===== src/verilog/pgit_map.svh =====
// Timing constants of the power gating interval timer.
// Assumes the core clock figure below matches the clock pin.
`ifndef PGIT_MAP_SVH
`define PGIT_MAP_SVH

// ****************************************************
// Clock
// ****************************************************
`define PGIT_CLOCK_HZ        50000000
`define PGIT_MS_PER_S        1000
`define PGIT_CYC_PER_MS      (`PGIT_CLOCK_HZ / `PGIT_MS_PER_S)

// ****************************************************
// Times in milliseconds
// ****************************************************
`define PGIT_READ_MS         100
`define PGIT_READ_MAX_MS     120
`define PGIT_OFF_TAIL_MS     50
`define PGIT_DEBOUNCE_MS     20
`define PGIT_MANUAL_MIN_MS   20
`define PGIT_OBSERVE_MS      30
`define PGIT_RAISE_MAX_MS    10
`define PGIT_MIN_INTERVAL_MS 100
`define PGIT_MAX_INTERVAL_MS 7200000

// ****************************************************
// Widths
// ****************************************************
`define PGIT_MS_W            23
`define PGIT_WIN_W           5

`endif


===== src/verilog/pgit_pkg.sv =====
// Types shared by the power gating interval timer.
// Assumes nothing beyond the timing header.
package pgit_pkg;

  // ****************************************************
  // Sequencer states
  // ****************************************************
  typedef enum logic [2:0] {
    ST_MEASURE,
    ST_MEAS_HOLD,
    ST_RUN_ON,
    ST_RUN_OFF,
    ST_IDLE,
    ST_MANUAL
  } pgit_state_t;

endpackage


===== src/verilog/pgit_timer.sv =====
// Power gating interval timer: drives a regulator enable periodically
// or once, shortened by an acknowledge edge, with a manual power-on pin.
// Assumes all inputs except clock and rst are asynchronous pins and that
// the interval code from the measurement chain is steady during a read.
//
// How it works
// - Timer mode repeats pulse every interval
// - Pulse lasts interval minus 50 ms
// - Output low during final 50 ms
// - Output high when interval starts after read
// - Only acknowledge rising edge counts
// - Only first acknowledge per interval acts
// - Accepted acknowledge drops output until interval end
// - Single interval read after reset first
// - Interval read takes 100 ms, below 120
// - Mode chosen by fixed select level
// - One-shot mode gives one pulse
// - Manual request in one-shot gives one pulse
// - Interval selectable 100 ms to 7200 s
// - Pin high after start means manual on
// - Manual during read aborts, restarts read
// - Manual valid if high 20 of 30 ms
// - Manual ignored while output high
// - Manual pin debounced 20 ms both edges
// - Output rises within 10 ms of manual
// - Manual clears counters until pin low
// - Held pin keeps output high, ignores acknowledge
// - Acknowledge discarded while pin high
`include "pgit_map.svh"
module pgit_timer
  import pgit_pkg::*;
#(
  parameter int CYC_PER_MS = `PGIT_CYC_PER_MS,
  parameter int INTERVAL_W = `PGIT_MS_W
) (
  // Clock and reset
  input  wire logic                  clock,
  input  wire logic                  rst,
  // Mode select pin, high for timer mode
  input  wire logic                  mode_select,
  // Acknowledge from the microcontroller
  input  wire logic                  ack_in,
  // Interval-set pin, digital view
  input  wire logic                  interval_set_manual_on_pin,
  // Interval in ms from the resistor measurement chain
  input  wire logic [INTERVAL_W-1:0] interval_resistor_ms,
  // Regulator enable
  output logic                       power_enable_out,
  // Measurement chain connected to the pin
  output logic                       measure_active,
  // Interval in use
  output logic [INTERVAL_W-1:0]      interval_period
);

  // ****************************************************
  // Local constants
  // ****************************************************
  localparam int PRE_W = $clog2(CYC_PER_MS);

  localparam logic [PRE_W-1:0] PRE_LAST =
    PRE_W'(CYC_PER_MS - 1);

  localparam logic [INTERVAL_W-1:0] READ_LAST =
    INTERVAL_W'(`PGIT_READ_MS - 1);
  localparam logic [INTERVAL_W-1:0] TAIL =
    INTERVAL_W'(`PGIT_OFF_TAIL_MS);
  localparam logic [INTERVAL_W-1:0] IVL_MIN =
    INTERVAL_W'(`PGIT_MIN_INTERVAL_MS);
  localparam logic [INTERVAL_W-1:0] IVL_MAX =
    INTERVAL_W'(`PGIT_MAX_INTERVAL_MS);

  localparam logic [`PGIT_WIN_W-1:0] DB_LAST =
    `PGIT_WIN_W'(`PGIT_DEBOUNCE_MS - 1);
  localparam logic [`PGIT_WIN_W-1:0] MAN_LAST =
    `PGIT_WIN_W'(`PGIT_MANUAL_MIN_MS - 1);
  localparam logic [`PGIT_WIN_W-1:0] WIN_LAST =
    `PGIT_WIN_W'(`PGIT_OBSERVE_MS - 1);

  // ****************************************************
  // Functions
  // ****************************************************
  // Keeps the programmed interval inside the legal range
  function automatic logic [INTERVAL_W-1:0] clamp_interval(
    input logic [INTERVAL_W-1:0] ms
  );
    if (ms < IVL_MIN) begin
      return IVL_MIN;
    end
    if (ms > IVL_MAX) begin
      return IVL_MAX;
    end
    return ms;
  endfunction

  // True on the millisecond tick that ends count value target
  function automatic logic ms_hit(
    input logic                  tk,
    input logic [INTERVAL_W-1:0] cnt,
    input logic [INTERVAL_W-1:0] target
  );
    return tk && (cnt == target);
  endfunction

  // ****************************************************
  // Declarations
  // ****************************************************
  logic                  mode_s1;
  logic                  mode_s2;
  logic                  ack_s1;
  logic                  ack_s2;
  logic                  ack_prev;
  logic                  pin_s1;
  logic                  pin_s2;
  logic [INTERVAL_W-1:0] ivl_s1;
  logic [INTERVAL_W-1:0] ivl_s2;

  logic [PRE_W-1:0]      pre_cnt;
  logic                  tick;

  logic                  man_level;
  logic                  man_rise;
  logic [`PGIT_WIN_W-1:0] fall_cnt;
  logic [`PGIT_WIN_W-1:0] win_cnt;
  logic [`PGIT_WIN_W-1:0] high_cnt;
  logic                  win_open;

  pgit_state_t           state;
  pgit_state_t           next_state;
  logic                  next_enable;
  logic                  clear_cnt;
  logic                  take_interval;
  logic                  mode_timer;
  logic [INTERVAL_W-1:0] ms_cnt;
  logic                  ack_rise;

  // ****************************************************
  // Pin synchronisers
  // ****************************************************
  always_ff @(posedge clock) begin
    if (rst) begin
      mode_s1 <= 1'b0;
      mode_s2 <= 1'b0;
      ack_s1  <= 1'b0;
      ack_s2  <= 1'b0;
      pin_s1  <= 1'b0;
      pin_s2  <= 1'b0;
      ivl_s1  <= '0;
      ivl_s2  <= '0;
    end else begin
      mode_s1 <= mode_select;
      mode_s2 <= mode_s1;
      ack_s1  <= ack_in;
      ack_s2  <= ack_s1;
      pin_s1  <= interval_set_manual_on_pin;
      pin_s2  <= pin_s1;
      ivl_s1  <= interval_resistor_ms;
      ivl_s2  <= ivl_s1;
    end
  end

  // A 100 ns pulse spans five clocks, enough for the synchroniser
  always_ff @(posedge clock) begin
    if (rst) begin
      ack_prev <= 1'b0;
    end else begin
      ack_prev <= ack_s2;
    end
  end

  assign ack_rise = ack_s2 && !ack_prev;

  // ****************************************************
  // Millisecond prescaler
  // ****************************************************
  always_ff @(posedge clock) begin
    if (rst || pre_cnt == PRE_LAST) begin
      pre_cnt <= '0;
    end else begin
      pre_cnt <= pre_cnt + 1'b1;
    end
  end

  assign tick = (pre_cnt == PRE_LAST);

  // ****************************************************
  // Manual power-on qualifier
  // ****************************************************
  // Rising side: high for 20 ms inside a 30 ms window
  always_ff @(posedge clock) begin
    if (rst || man_level) begin
      win_open <= 1'b0;
      win_cnt  <= '0;
      high_cnt <= '0;
    end else if (!win_open) begin
      if (pin_s2) begin
        win_open <= 1'b1;
      end
    end else if (tick) begin
      if (win_cnt == WIN_LAST) begin
        win_open <= 1'b0;
        win_cnt  <= '0;
        high_cnt <= '0;
      end else begin
        win_cnt <= win_cnt + 1'b1;
        if (pin_s2) begin
          high_cnt <= high_cnt + 1'b1;
        end
      end
    end
  end

  // Falling side: low for a full debounce time
  always_ff @(posedge clock) begin
    if (rst || !man_level || pin_s2) begin
      fall_cnt <= '0;
    end else if (tick) begin
      fall_cnt <= fall_cnt + 1'b1;
    end
  end

  always_ff @(posedge clock) begin
    if (rst) begin
      man_level <= 1'b0;
      man_rise  <= 1'b0;
    end else begin
      man_rise <= 1'b0;
      if (!man_level && win_open && tick && pin_s2
          && high_cnt == MAN_LAST) begin
        man_level <= 1'b1;
        man_rise  <= 1'b1;
      end else if (man_level && tick && !pin_s2
                   && fall_cnt == DB_LAST) begin
        man_level <= 1'b0;
      end
    end
  end

  // ****************************************************
  // Interval and mode capture
  // ****************************************************
  always_ff @(posedge clock) begin
    if (rst) begin
      interval_period <= IVL_MIN;
      mode_timer      <= 1'b0;
    end else if (take_interval) begin
      interval_period <= clamp_interval(ivl_s2);
      mode_timer      <= mode_s2;
    end
  end

  // ****************************************************
  // Interval counter
  // ****************************************************
  always_ff @(posedge clock) begin
    if (rst || clear_cnt) begin
      ms_cnt <= '0;
    end else if (tick) begin
      ms_cnt <= ms_cnt + 1'b1;
    end
  end

  // ****************************************************
  // Sequencer
  // ****************************************************
  always_comb begin
    next_state    = state;
    next_enable   = power_enable_out;
    clear_cnt     = 1'b0;
    take_interval = 1'b0;
    case (state)
      ST_MEASURE: begin
        if (man_level || pin_s2 && win_open) begin
          next_state = ST_MEAS_HOLD;
          clear_cnt  = 1'b1;
        end else if (ms_hit(tick, ms_cnt, READ_LAST)) begin
          next_state    = ST_RUN_ON;
          next_enable   = 1'b1;
          clear_cnt     = 1'b1;
          take_interval = 1'b1;
        end
      end
      ST_MEAS_HOLD: begin
        clear_cnt = 1'b1;
        if (!man_level && !win_open) begin
          next_state = ST_MEASURE;
        end
      end
      ST_RUN_ON: begin
        if (ack_rise && !man_level) begin
          next_state  = ST_RUN_OFF;
          next_enable = 1'b0;
        end else if (ms_hit(tick, ms_cnt,
                            interval_period - TAIL - 1'b1)) begin
          next_state  = ST_RUN_OFF;
          next_enable = 1'b0;
        end
      end
      ST_RUN_OFF: begin
        // Later acknowledge edges fall here and are dropped
        if (man_rise) begin
          next_state  = ST_MANUAL;
          next_enable = 1'b1;
          clear_cnt   = 1'b1;
        end else if (ms_hit(tick, ms_cnt,
                            interval_period - 1'b1)) begin
          clear_cnt = 1'b1;
          if (mode_timer) begin
            next_state  = ST_RUN_ON;
            next_enable = 1'b1;
          end else begin
            next_state = ST_IDLE;
          end
        end
      end
      ST_IDLE: begin
        clear_cnt = 1'b1;
        if (man_rise) begin
          next_state  = ST_MANUAL;
          next_enable = 1'b1;
        end
      end
      ST_MANUAL: begin
        clear_cnt = 1'b1;
        if (!man_level) begin
          next_state = ST_RUN_ON;
        end
      end
      default: begin
        next_state  = ST_MEASURE;
        next_enable = 1'b0;
        clear_cnt   = 1'b1;
      end
    endcase
  end

  // A manual rise while the output is high never leaves ST_RUN_ON
  always_ff @(posedge clock) begin
    if (rst) begin
      state <= ST_MEASURE;
    end else begin
      state <= next_state;
    end
  end

  // ****************************************************
  // Outputs
  // ****************************************************
  always_ff @(posedge clock) begin
    if (rst) begin
      power_enable_out <= 1'b0;
    end else begin
      power_enable_out <= next_enable;
    end
  end

  always_ff @(posedge clock) begin
    if (rst) begin
      measure_active <= 1'b1;
    end else begin
      measure_active <= (next_state inside {ST_MEASURE, ST_MEAS_HOLD});
    end
  end

endmodule

===== config.mk =====
export PLATFORM = sky130hd
export DESIGN_NAME = pgit_timer
export DESIGN_NICKNAME = d
export VERILOG_FILES = /design/src/verilog/pgit_pkg.sv /design/src/verilog/pgit_timer.sv
export VERILOG_INCLUDE_DIRS = /design/src /design/src/verilog
export SDC_FILE = /design/constraint.sdc
export NUM_CORES = 1
export LEC_CHECK = 0
export BUFFER_PORTS_ARGS = -buffer_cell sky130_fd_sc_hd__buf_2
export CORE_UTILIZATION = 54
export CTS_BUF_LIST = sky130_fd_sc_hd__clkbuf_16
export DETAILED_ROUTE_END_ITERATION = 12
export GPL_ROUTABILITY_DRIVEN = 0
export PLACE_DENSITY = 0.8
export REMOVE_ABC_BUFFERS = 1
export SLEW_MARGIN = 30
export SYNTH_ARGS = -nofsm -noshare
export SYNTH_HDL_FRONTEND = slang
export SYNTH_SLANG_ARGS = --single-unit
export TNS_END_PERCENT = 10

===== constraint.sdc =====
create_clock -name clock -period 2.9 [get_ports clock]
set_input_delay 0.145 -clock clock [delete_from_list [all_inputs] [get_ports clock]]
set_output_delay 0.145 -clock clock [all_outputs]
set_load 0.02 [all_outputs]

==> impl_metrics.tcl <==
set metrics [dict create \
    postSynth.asyncResetShare_pct 0 \
    worstHoldPathCells 2 \
    synth_edf_count 0 \
    synth.top_cell.area_share_pct 41.5 \
    htreeDepth 4 \
    p_seq_share_pct 47.8 \
    root_buffer "clkbuf_16" \
    routed_wirelength_mm 16.6 \
    tightestPinTransition_ps 600 \
    synth_area_leaders "dfxtp_1 41%, xnor2_1 5.6%, nor2b_1 5.3%" \
    finalHoldViolCount 0 \
    r2r_setup_slack_ps -100 \
    cp-end-kind "register" \
    maxCapViolations 0 \
    synth_seq_cells 139 \
    num_vias 6158 \
    setup_slack_ps -95.7 \
    numPortBuffers 52 \
    avgSynthCellArea_um2 8.65 \
    ys.warnings.count 0 \
    violations "setup timing" \
    cp_max_fo 23 \
    rr_startpoint "pre_cnt[5]" \
    clock_latency_ps 430 \
    yosysSeqAreaShare_pct 41.5 \
    drcViolationCount 0 \
    drt_iter0_drc 392 \
    worstPathCellList "nor4bb_2 > and4_2 > o2111ai_1 > a2111oi_2 > o2111ai_1 > or4_4 > nor2b_4 > o221ai_4 > buf_12 > nor2_1" \
    core-area_mm2 0.0121 \
    ant_nets 0 \
    slew_headroom_pct 59.7 \
    ff2ff_path_depth 10 \
    die_y_um 113 \
    utilization_pct 71.3 \
    netlist-cell-type-count 68 \
    clockPowerShare_pct 49.1 \
    synthMostInstantiatedCell "dfxtp_1" \
    swShare_pct 23.7 \
    slowest_delay_ps 530 \
    hpwl_mm 11.6 \
    power_switching_w 0.000976 \
    hold_end "ack_prev" \
    synthesis.area_mm2 0.00671 \
    wl_per_cell_um 15.2 \
    crit_top_cell "o2111ai_1" \
    cts_tree "built" \
    viasPerCell 5.65 \
    antennaDiodeCount 0 \
    hold_start "rst" \
    numCtsBuffers 17 \
    vdd_drop_max_uv 507 \
    start_util_pct 55.6 \
    critPathLaunchType "register" \
    period_share_pct 103 \
    synth_cells 776 \
    top_level_ports 53 \
    power.internal_w 0.00314 \
    holdWs_ps 161 \
    fin_skew_ps 27.1 \
    ys.flop_type "dfxtp_1" \
    clockBufferDepth 2 \
    cts.sinks 139 \
    path_class "register to register" \
    yosysTopAreaCell "dfxtp_1" \
    final_nets 945 \
    min_period_ps 3000 \
    slowest_stage "or4_4" \
    area_growth_pct 28.1 \
    antenna_found_initial 0 \
    cp.required_ps 3210 \
    grt_pass1_wl_mm 27.6 \
    gr-usage-all-layers_pct 26.9 \
    rows 40 \
    min_path_type "input port to register" \
    grt_pass1_vias 5916 \
    die_x_um 113 \
    dp_slack_ps -283 \
    setup-violations-final 24 \
    total_power_w 0.00412 \
    grt-ovfl-total 0 \
    clkSlewWorstSetupHoldPaths_ps 70 \
    worstReg2RegEnd "ms_cnt[13]" \
    outcome "complete, but fails checks" \
    drive_above_1_share_pct 23.8 \
    power.density_mw_per_mm2 479 \
    ys_top_cells_by_count "139 x dfxtp_1, 77 x nor2_1, 61 x nand2_1, 57 x nor2b_1, 43 x xnor2_1" \
    pwr-share-comb_pct 3.1 \
    firstDrtPassIters 6 \
    tns_ps -1860 \
    cellLeakagePower_nw 3.42 \
    drv_slew 0 \
    die_area_mm2 0.0129 \
    rsz0062_at_grt "yes" \
    crit_arrival_ps 3310 \
    grt_start_max_net_pins 64 \
    fmax_ghz 0.334 \
]
-- kinds of logic (layout without fill, tap and decap cells) --
family / Yosys count / in the layout / synth area share (%)
adder cells (fa/ha/maj): 8 / 8 / 1.49
buffers and inverters: 62 / 208 / 3.95
AND/OR/NAND/NOR: 372 / 372 / 30.4
XOR/XNOR: 82 / 82 / 10.7
flip-flops: 139 / 139 / 41.5
multiplexers: 2 / 2 / 0.298
AO/OA/AOI/OAI: 111 / 111 / 11.7
-- critical path, delay by kind of cell, from the launching register on --
kind,cells,cell delay (ps)
AND/OR/NAND/NOR,5,1430
AO/OA/AOI/OAI,4,890
buffers and inverters,1,210
flip-flops,1,330
-- state kept, by name (all words and copies together), names as in the netlist, 3 cells and up --
register and flops:
ivl_s2 23, fall_cnt 5, interval_period 23, win_cnt 5
ivl_s1 23, ms_cnt 23, pre_cnt 16, state 3
high_cnt 5
-- power groups by stage --
stage / clock (W) / combinational, W / sequential, W
final: 0.00202 / 0.000129 / 0.00197
after floorplan: 0 / 0.0000522 / 0.00200
after CTS: 0.00206 / 0.000129 / 0.00197
after global placement: 0 / 0.0000969 / 0.00201
after global routing: 0.00216 / 0.000143 / 0.00197
after detailed placement: 0 / 0.000101 / 0.00201
-- layer usage --
layer / up-vias / share of wire, % / GRT usage (%)
li1: 2981 / - / -
met1: 2865 / 42 / 33.0
met2: 251 / 49 / 44.7
met3: 61 / 7.1 / 6.43
met4: 0 / 2.7 / 12.5
met5: - / 0 / 0
-- cell type report --
type / instances / area [µm²]
well taps: 168 / 210
repair buffers: 162 / 1190
clock inverters: 15 / 131
clock buffers: 17 / 425
inverters: 14 / 52.6
multi-input cells: 575 / 3790
flip-flops and latches: 139 / 2790
fillers: 862 / 3470
-- through the flow --
stage               std cells  instance area (µm²)
floorplan                 728                 6500
global placement         1022                 7550
detailed placement       1022                 7550
CTS                      1087                 8490
global route             1090                 8600
finish                   1090                 8600
-- worst max path at each step --
stage | endpoint | from | cells past startpoint | slack [ps]
detailed placement | power_enable_out | interval_period[0] | 12 | -280
global route | ms_cnt[15] | interval_period[9] | 10 | -190
finish | ms_cnt[13] | pre_cnt[5] | 10 | -100
floorplan | ms_cnt[0] | interval_period[6] | 9 | -480
CTS | power_enable_out | interval_period[7] | 10 | -120
global placement | ms_cnt[22] | interval_period[0] | 12 | -140
-- what timing repair did --
action                                  in CTS  in global routing
setup buffers                                7                  3
pin swaps                                   25                 12
hold buffers                                26                  0
endpoints found under the setup margin      40                 48
endpoints found under the hold margin       26                  0
resized for setup                           18                 21
-- cell usage in the layout (no fill, tap or decap), drive strengths merged, types with 10 or more instances in the layout --
cell           n
nand4         19
nand3         23
buf          136
dfxtp        139
nor3          39
or3           10
o21ai         18
clkbuf        17
nor2b         58
dlygate4sd3   26
xnor2         43
a21oi         24
nand2         62
nor4          17
nor2          87
xor2          39
inv           22
Power figures use the tool's default switching activity.
